`src/core/pief_pkg.sv`:
```
// constants for the peripheral interrupt enable and flag bank
package pief_pkg;
  // apb register byte addresses
  localparam logic [7:0] ADDR_ENABLE_C = 8'h00;
  localparam logic [7:0] ADDR_ENABLE_D = 8'h04;
  localparam logic [7:0] ADDR_REQUEST_A = 8'h08;
  localparam logic [7:0] ADDR_REQUEST_B = 8'h0c;
  localparam logic [7:0] ADDR_CORE_CTRL = 8'h10;
  localparam logic [7:0] ADDR_IRQ_STATUS = 8'h14;
  localparam logic [7:0] ADDR_IRQ_MASK = 8'h18;
  // reset value of every register
  localparam logic [7:0] REG_RESET = 8'h00;
  // third enable register fields
  localparam int CAPCMP_SIX_IRQ_EN = 7;
  localparam int CAPCMP_FIVE_IRQ_EN = 6;
  localparam int CAPCMP_FOUR_IRQ_EN = 5;
  localparam int CAPCMP_THREE_IRQ_EN = 4;
  localparam int TIMER_SIX_MATCH_IRQ_EN = 3;
  localparam int TIMER_FIVE_OVF_IRQ_EN = 2;
  localparam int TIMER_FOUR_MATCH_IRQ_EN = 1;
  localparam int TIMER_THREE_OVF_IRQ_EN = 0;
  // fourth enable register fields
  localparam int CAPCMP_TEN_IRQ_EN = 7;
  localparam int CAPCMP_NINE_IRQ_EN = 6;
  localparam int UART_TWO_RX_IRQ_EN = 5;
  localparam int UART_TWO_TX_IRQ_EN = 4;
  localparam int CAPCMP_EIGHT_IRQ_EN = 3;
  localparam int CAPCMP_SEVEN_IRQ_EN = 2;
  localparam int SPORT_TWO_COLLISION_IRQ_EN = 1;
  localparam int SPORT_TWO_IRQ_EN = 0;
  // first request register fields
  localparam int TIMER_ONE_GATE_FLAG = 7;
  localparam int CONVERTER_DONE_FLAG = 6;
  localparam int UART_ONE_RX_FLAG = 5;
  localparam int UART_ONE_TX_FLAG = 4;
  localparam int SPORT_ONE_FLAG = 3;
  localparam int CAPCMP_ONE_FLAG = 2;
  localparam int TIMER_TWO_MATCH_FLAG = 1;
  localparam int TIMER_ONE_OVF_FLAG = 0;
  // second request register fields
  localparam int CONVERTER_TWO_FLAG = 6;
  localparam int SPORT_ONE_COLLISION_FLAG = 3;
  localparam int SPORT_TWO_COLLISION_FLAG = 2;
  localparam int TIMER_FOUR_MATCH_FLAG = 1;
  // access masks
  localparam logic [7:0] ENABLE_C_WR_MASK = 8'hff;
  localparam logic [7:0] ENABLE_D_WR_MASK = 8'hcf;
  localparam logic [7:0] REQ_A_IMPL_MASK = 8'hff;
  localparam logic [7:0] REQ_A_LEVEL_MASK = 8'h30;
  localparam logic [7:0] REQ_B_IMPL_MASK = 8'h4e;
  localparam logic [7:0] REQ_B_LEVEL_MASK = 8'h00;
  // core control register fields
  localparam int GLOBAL_IRQ_EN = 7;
  localparam int PERIPHERAL_IRQ_GATE_EN = 6;
  localparam logic [7:0] CORE_CTRL_WR_MASK = 8'hc0;
  // irq status and mask fields
  localparam int STS_REQ_RISE = 0;
  localparam int STS_REQ_FALL = 1;
  localparam int STS_STALE_EN = 2;
  localparam logic [2:0] STS_RESET = 3'h0;
endpackage

```
`src/core/pief_flag_if.sv`:
```
// signals between the register front end and one request flag bank
`timescale 1ns/1ps
`default_nettype none
interface pief_flag_if;
  logic wr;
  logic [7:0] wdata;
  logic [7:0] evt;
  logic [7:0] flags;
  modport bank (input wr, input wdata, input evt, output flags);
  modport ctrl (output wr, output wdata, output evt, input flags);
endinterface
`default_nettype wire

```
`src/core/pief_flag_bank.sv`:
```
// one eight-bit bank of peripheral interrupt request flags
`timescale 1ns/1ps
`default_nettype none
module pief_flag_bank
  import pief_pkg::*;
#(
  parameter logic [7:0] IMPL_MASK = 8'hff,
  parameter logic [7:0] LEVEL_MASK = 8'h00
) (
  input wire logic pclk,
  input wire logic presetn,
  pief_flag_if.bank fl
);

  logic [7:0] flags_q;
  logic [7:0] flags_d;

  // per bit: level bits follow the source, unimplemented bits stay zero, others are sticky
  for (genvar i = 0; i < 8; i++) begin : g_bit
    if (!IMPL_MASK[i]) begin : g_none
      assign flags_d[i] = 1'b0;
    end else if (LEVEL_MASK[i]) begin : g_level
      assign flags_d[i] = fl.evt[i];
    end else begin : g_sticky
      assign flags_d[i] = fl.evt[i] | (fl.wr ? fl.wdata[i] : flags_q[i]);
    end
  end

  always_ff @(posedge pclk or negedge presetn) begin
    if (!presetn) begin
      flags_q <= REG_RESET;
    end else begin
      flags_q <= flags_d;
    end
  end

  assign fl.flags = flags_q;
endmodule
`default_nettype wire

```
`src/core/pief_top.sv`:
```
// peripheral interrupt enable and request register bank with apb access
//
// The APB interface to the registers and the register addresses were decided locally.
`timescale 1ns/1ps
`default_nettype none

// How it works
// - third enable register holds capcmp six..three, then four timer enables.
// - enable bit one lets its source interrupt, zero blocks it.
// - fourth enable register holds capcmp, uart two, sport two enables.
// - every implemented bit resets to zero on any reset.
// - uart one request bits and fourth enable bits 5:4 are read-only.
// - first request register holds eight timer, converter, uart, sport, capcmp flags.
// - request flag reads one while pending, zero otherwise.
// - flags set on their condition regardless of any enable.
// - second request register: converter two, two collisions, timer four.
// - second request bits 7, 5, 4, 0 read zero, writes ignored.
// - peripheral gate bit passes or blocks all pending sources at periph_irq_req; irq follows status and mask.
// - global enable bit zero blocks periph_irq_req; irq still follows the status and mask bits.
module pief_top
  import pief_pkg::*;
(
  input wire logic pclk,
  input wire logic presetn,
  input wire logic psel,
  input wire logic penable,
  input wire logic pwrite,
  input wire logic [7:0] paddr,
  input wire logic [31:0] pwdata,
  input wire logic [3:0] pstrb,
  output logic [31:0] prdata,
  output logic pready,
  output logic pslverr,
  input wire logic [7:0] req_a_evt,
  input wire logic [7:0] req_b_evt,
  input wire logic [7:0] ext_enable_a,
  input wire logic [7:0] ext_enable_b,
  input wire logic [7:0] ext_request_c,
  input wire logic [7:0] ext_request_d,
  output logic [7:0] enable_c,
  output logic [7:0] enable_d,
  output logic [7:0] request_a,
  output logic [7:0] request_b,
  output logic global_irq_en,
  output logic peripheral_irq_gate_en,
  output logic periph_irq_req,
  output logic irq
);

  // register state
  logic [7:0] enable_c_q;
  logic [7:0] enable_c_d;
  logic [7:0] enable_d_q;
  logic [7:0] enable_d_d;
  logic [7:0] core_ctrl_q;
  logic [7:0] core_ctrl_d;
  logic [2:0] sts_q;
  logic [2:0] sts_d;
  logic [2:0] mask_q;
  logic [2:0] mask_d;
  logic req_q;
  logic irq_q;
  logic pready_q;
  logic pslverr_q;
  logic [31:0] prdata_q;

  // flag bank carriers
  pief_flag_if req_a_if ();
  pief_flag_if req_b_if ();

  // apb phase decode
  wire access_w = psel & penable;
  wire done_w = access_w & pready_q;
  wire wr_done_w = done_w & pwrite;
  wire lane0_w = pstrb[0];
  wire [7:0] wbyte_w = pwdata[7:0];

  // address decode
  wire hit_enc_w = (paddr == ADDR_ENABLE_C);
  wire hit_end_w = (paddr == ADDR_ENABLE_D);
  wire hit_rqa_w = (paddr == ADDR_REQUEST_A);
  wire hit_rqb_w = (paddr == ADDR_REQUEST_B);
  wire hit_ctl_w = (paddr == ADDR_CORE_CTRL);
  wire hit_sts_w = (paddr == ADDR_IRQ_STATUS);
  wire hit_msk_w = (paddr == ADDR_IRQ_MASK);
  wire hit_any_w = hit_enc_w | hit_end_w | hit_rqa_w | hit_rqb_w |
                   hit_ctl_w | hit_sts_w | hit_msk_w;

  // byte-lane write strobes, taken only on the completing edge
  wire wr_en_w = wr_done_w & lane0_w;
  wire wr_enc_w = wr_en_w & hit_enc_w;
  wire wr_end_w = wr_en_w & hit_end_w;
  wire wr_rqa_w = wr_en_w & hit_rqa_w;
  wire wr_rqb_w = wr_en_w & hit_rqb_w;
  wire wr_ctl_w = wr_en_w & hit_ctl_w;
  wire wr_sts_w = wr_en_w & hit_sts_w;
  wire wr_msk_w = wr_en_w & hit_msk_w;

  assign enable_c_d = wr_enc_w ?
    ((wbyte_w & ENABLE_C_WR_MASK) | (enable_c_q & ~ENABLE_C_WR_MASK)) :
    enable_c_q;

  assign enable_d_d = wr_end_w ?
    ((wbyte_w & ENABLE_D_WR_MASK) | (enable_d_q & ~ENABLE_D_WR_MASK)) :
    enable_d_q;

  // only the two gate bits of the core control byte are held here
  assign core_ctrl_d = wr_ctl_w ? (wbyte_w & CORE_CTRL_WR_MASK) : core_ctrl_q;

  always_ff @(posedge pclk or negedge presetn) begin
    if (!presetn) begin
      enable_c_q <= REG_RESET;
      enable_d_q <= REG_RESET;
      core_ctrl_q <= REG_RESET;
    end else begin
      enable_c_q <= enable_c_d;
      enable_d_q <= enable_d_d;
      core_ctrl_q <= core_ctrl_d;
    end
  end

  // first request register bank
  // first request layout
  assign req_a_if.wr = wr_rqa_w;
  assign req_a_if.wdata = wbyte_w;
  assign req_a_if.evt = req_a_evt;

  pief_flag_bank #(
    .IMPL_MASK(REQ_A_IMPL_MASK),
    .LEVEL_MASK(REQ_A_LEVEL_MASK)
  ) u_req_a (
    .pclk(pclk),
    .presetn(presetn),
    .fl(req_a_if.bank)
  );

  // second request register bank
  // second request layout
  assign req_b_if.wr = wr_rqb_w;
  assign req_b_if.wdata = wbyte_w;
  assign req_b_if.evt = req_b_evt;

  pief_flag_bank #(
    .IMPL_MASK(REQ_B_IMPL_MASK),
    .LEVEL_MASK(REQ_B_LEVEL_MASK)
  ) u_req_b (
    .pclk(pclk),
    .presetn(presetn),
    .fl(req_b_if.bank)
  );

  // gate bits taken from the core control byte
  wire gie_w = core_ctrl_q[GLOBAL_IRQ_EN];
  wire peripheral_irq_gate_en_w = core_ctrl_q[PERIPHERAL_IRQ_GATE_EN];

  wire [7:0] pend_a_w = req_a_if.flags & ext_enable_a;
  wire [7:0] pend_b_w = req_b_if.flags & ext_enable_b;
  wire [7:0] pend_c_w = ext_request_c & enable_c_q;
  wire [7:0] pend_d_w = ext_request_d & enable_d_q;
  wire any_pend_w = |{pend_a_w, pend_b_w, pend_c_w, pend_d_w};

  wire periph_pass_w = any_pend_w & peripheral_irq_gate_en_w;

  wire req_d_w = periph_pass_w & gie_w;

  // enabling a source whose flag is already up gives a stale interrupt
  // stale enable detected
  wire [7:0] new_c_w = enable_c_d & ~enable_c_q;
  wire [7:0] new_d_w = enable_d_d & ~enable_d_q;
  wire stale_w = |{new_c_w & ext_request_c, new_d_w & ext_request_d};

  // block events for the sticky status bits
  wire [2:0] evt_w = {stale_w, req_q & ~req_d_w, ~req_q & req_d_w};

  // status: set wins over write-one-to-clear
  assign sts_d = evt_w | (sts_q & ~(wr_sts_w ? wbyte_w[2:0] : 3'h0));
  assign mask_d = wr_msk_w ? wbyte_w[2:0] : mask_q;

  // core request, status, mask and interrupt line
  always_ff @(posedge pclk or negedge presetn) begin
    if (!presetn) begin
      req_q <= 1'b0;
      sts_q <= STS_RESET;
      mask_q <= STS_RESET;
      irq_q <= 1'b0;
    end else begin
      req_q <= req_d_w;
      sts_q <= sts_d;
      mask_q <= mask_d;
      irq_q <= |(sts_d & mask_d);
    end
  end

  // read data selection, unimplemented bits come back as zero
  // unimplemented read zero
  wire [7:0] rd_byte_w =
    hit_enc_w ? enable_c_q :
    hit_end_w ? enable_d_q :
    hit_rqa_w ? (req_a_if.flags & REQ_A_IMPL_MASK) :
    hit_rqb_w ? (req_b_if.flags & REQ_B_IMPL_MASK) :
    hit_ctl_w ? core_ctrl_q :
    hit_sts_w ? {5'h00, sts_q} :
    hit_msk_w ? {5'h00, mask_q} :
    8'h00;

  // one wait state: ready is raised after the first access cycle
  wire go_ready_w = access_w & ~pready_q;

  // apb answer registers
  always_ff @(posedge pclk or negedge presetn) begin
    if (!presetn) begin
      pready_q <= 1'b0;
      pslverr_q <= 1'b0;
      prdata_q <= 32'h0000_0000;
    end else begin
      pready_q <= go_ready_w;
      pslverr_q <= go_ready_w & ~hit_any_w;
      if (go_ready_w) begin
        prdata_q <= pwrite ? 32'h0000_0000 : {24'h00_0000, rd_byte_w};
      end
    end
  end

  // outputs straight from flip-flops
  assign prdata = prdata_q;
  assign pready = pready_q;
  assign pslverr = pslverr_q;
  assign enable_c = enable_c_q;
  assign enable_d = enable_d_q;
  assign request_a = req_a_if.flags;
  assign request_b = req_b_if.flags;
  assign global_irq_en = gie_w;
  assign peripheral_irq_gate_en = peripheral_irq_gate_en_w;
  assign periph_irq_req = req_q;
  assign irq = irq_q;

endmodule
`default_nettype wire

```
`config.mk`:
```
export PLATFORM = sky130hd
export DESIGN_NAME = pief_top
export DESIGN_NICKNAME = d
export VERILOG_FILES = /design/src/core/pief_pkg.sv /design/src/core/pief_flag_if.sv /design/src/core/pief_flag_bank.sv /design/src/core/pief_top.sv
export SDC_FILE = /design/constraint.sdc
export NUM_CORES = 1
export LEC_CHECK = 0
export ABC_AREA = 1
export BUFFER_PORTS_ARGS = -buffer_cell sky130_fd_sc_hd__buf_2
export CORE_MARGIN = 5
export CORE_UTILIZATION = 47
export CTS_CLUSTER_SIZE = 25
export DETAILED_ROUTE_END_ITERATION = 7
export PLACE_DENSITY = 0.82
export SLEW_MARGIN = 20
export SYNTH_ARGS = -nofsm -noshare
export SYNTH_HDL_FRONTEND = slang
export SYNTH_SLANG_ARGS = --single-unit
```
`constraint.sdc`:
```
create_clock -name pclk -period 3.52 [get_ports pclk]
set_clock_uncertainty 0.1 [all_clocks]
set_input_delay 0.704 -clock pclk [delete_from_list [all_inputs] [get_ports pclk]]
set_output_delay 0.704 -clock pclk [all_outputs]
set_load 0.01 [all_outputs]
```
==> reports/results.txt <==
status: finished clean
number of synthesized flops with an enable pin: 0
hold buffers post-CTS: 0
Crit Path Class: in -> reg
critical path cell sequence: buf_2 -> nor2_2 -> nand2_2 -> nor2_1 -> buf_4 -> inv_1 -> o21ai_0 -> nand2_1 -> o211ai_1 -> nand2_1
initial antenna violation count: 0
CP Launch Type: input pin
gr usage total: 21.9%
Die Y: 87.2 um
die width: 87.2 um
Crit path largest cell delay: 0.26 ns
Worst Path Required: 3.61 ns
setup TNS: 0 ns
Post-Place Cells: 552
max_cap viols: 0
combinational fraction of design power: 10.0%
most used cell, CP: nand2_1
GP Congestion: 0.926
Initial Util: 47.9%
setup violators final: 0
clock-pin slew on the worst setup and hold paths: 0.09 ns
Most Crowded Layer GR: met2
H-tree depth: 2
Mapped Area: 2800 um^2
Iteration-0 DRC Markers: 252
sw power: 0.256 mW
port bufs: 99
max_slew headroom: 61.9%
worst setup margin: 1.51 ns
CTS buffer count: 5
Seq pwr share: 47.4%
Max Root-Sink Buffers: 2
RSZ-0062 raised after global routing: no
Synthesis Warnings: 0
Period minus WS final: 2.01 ns
Vias: 2,789
Overflow after GRT: 0
largest net degree at the start of global routing: 47
peak supply drop: 210 uV
HP Class: in -> async
IO Pins: 167
Fin. Hold Viols: 0
Seq cells post-synth: 46
Core Footprint: 5850 um^2
crit end category: register
FP Rows: 28
met2 global-route usage: 34.6%
cells after synthesis: 381
final non-filler cell total: 560
measured slew at the worst slew-check pin: 0.571 ns
post-synth cell types: 30
Num Clock Sinks: 46
detailed-route vias per instance: 4.98
die area: 7600 um^2
Area growth, synth to finish: 21.8%
drt drc: 0
Primary FF master, synth: dfrtp_1
post-route ant nets: 0
Post-Place Worst Slack: 1.21 ns
f_max: 0.499 GHz
switching part of the total power: 22.7%
Clk pwr share: 42.6%
WL per Instance: 14.5 um
post_cts resized: 0
Nets: 581
layout cells sized above 1: 27.2%
Syn Area/Cell: 7.35 um^2
WL final: 8130 um
slowest CP cell: o21ai_0
Leak: 1.93 nW
final core utilization: 58.3%
Hold WS: 0.299 ns
DP HPWL: 6450 um
CP bufs+invs: 3
Post-CTS Setup Bufs: 0
Worst EP arrival: 2.09 ns
critical path's top delay family: simple AND/OR/NAND/NOR gates
vias in the first global route: 2,593
Clock Latency Late Sink: 0.30 ns
GR Util met1: 30.5%
fraction of registers with async set/reset: 100%
crit-path max FO: 11
routing usage on met3: 4.35%
register area share after synthesis: 41.1%
pwr dens: 331 nW/um^2
Initial DRT Pass Iterations: 5
CTS tree: built
Int Power: 0.872 mW
clk root buf: clkbuf_8
Antenna Cells: 0
period utilisation layout: 57.0%
Final Slew Violations: 0
first-pass GRT wire length: 12,800 um
==> cell type report <==
| class | instances | area (um^2) |
|---|---|---|
| Clock buffer | 6 | 82.6 |
| Inverter | 37 | 141 |
| Fill cell | 562 | 2440 |
| Clock inverter | 2 | 60.1 |
| Multi-Input combinational cell | 291 | 1360 |
| Timing Repair Buffer | 103 | 528 |
| Tap cell | 75 | 93.8 |
| Sequential cell | 46 | 1150 |
==> flip-flops by register name (all words and copies together) (netlist names) <==
| name | count |
|---|---|
| enable_c | 8 |
| prdata | 8 |
| u_req_a.fl.flags | 8 |
| enable_d | 6 |
| u_req_b.fl.flags | 4 |
| mask_q | 3 |
| sts_q | 3 |
| core_ctrl_q | 2 |
| irq | 1 |
| periph_irq_req | 1 |
| pready | 1 |
| pslverr | 1 |
==> cell usage in the layout (no fill, tap or decap), types with 3 or more instances in the layout <==
cell type  synthesis  routed
o211ai_1           5       5
nand2_1          125     125
inv_1             31      31
buf_2              3      98
nand2_2            3       3
o21ai_0           16      16
buf_4             31       5
o21ai_1            4       4
inv_2              5       5
conb_1             1      30
nand3_1           10      10
clkbuf_8           0       6
nor2_1            45      45
nor2_4             4       4
nor2_2             5       5
dfrtp_1           46      46
nand4_1           15      15
a21oi_1           10      10
a211o_1            8       8
==> per-stage QoR <==
stage	power (mW)	instance area [um^2]
after floorplan	0.617	2910
after global placement	0.655	3270
after detailed placement	0.656	3270
after CTS	1.14	3410
after global routing	1.17	3410
final	1.13	3410
==> Yosys cell counts, types with 2 or more instances <==
cell type  count  area [um^2]
inv_1         31          116
a21oi_1       10         50.1
nor2_4         4         45.0
buf_2          3         15.0
o211ai_1       5         37.5
inv_2          5         18.8
dfrtp_1       46         1150
nand4_1       15         93.8
buf_4         31          233
nand3b_1       2         15.0
nor3_1         2         10.0
nand3_1       10         50.1
o21ai_0       16         80.1
o21ai_1        4         20.0
nor2_2         5         31.3
nand2_1      125          469
nor2_1        45          169
nand2_2        3         18.8
a211o_1        8         70.1
==> final timing paths <==
check / slack, ns / cells past startpoint / start / endpoint
worst max-delay path: 1.51 / 10 / paddr[7] / prdata[7]$_DFFE_PN0P_
min in group pclk: 0.38 / 2 / prdata[2]$_DFFE_PN0P_ / prdata[2]$_DFFE_PN0P_
max in group asynchronous: 2.63 / 1 / presetn / mask_q[2]$_DFF_PN0_
worst min-delay path: 0.30 / 1 / presetn / u_req_a.fl.flags[2]$_DFF_PN0_
worst min register to register: 0.38 / 2 / prdata[2]$_DFFE_PN0P_ / prdata[2]$_DFFE_PN0P_
worst max register to register: 1.71 / 9 / pready$_DFF_PN0_ / irq$_DFF_PN0_
==> cell families (layout without fill, tap and decap cells) <==
logic type	after synthesis	in the layout	synth area share, %
and+or+nand+nor	214	214	33.8
buffers and inverters	73	148	14.4
AOI/OAI and AO/OA	46	46	10.2
DFF	46	46	41.1
other	1	30	0.134
muxes	1	1	0.402
==> layer usage <==
layer	vias up	wire [um]
li1	1365	-
met1	1243	3330
met2	170	3710
met3	11	969
met4	0	123
met5	-	0
==> power by group through the flow <==
stage / Combinational (mW) / Sequential, mW / Clock, mW
final: 0.113 / 0.534 / 0.481
after global routing: 0.127 / 0.535 / 0.512
after CTS: 0.112 / 0.534 / 0.490
after detailed placement: 0.112 / 0.545 / 0
after global placement: 0.111 / 0.545 / 0
after floorplan: 0.0702 / 0.546 / 0
Power figures use the tool's default switching activity.
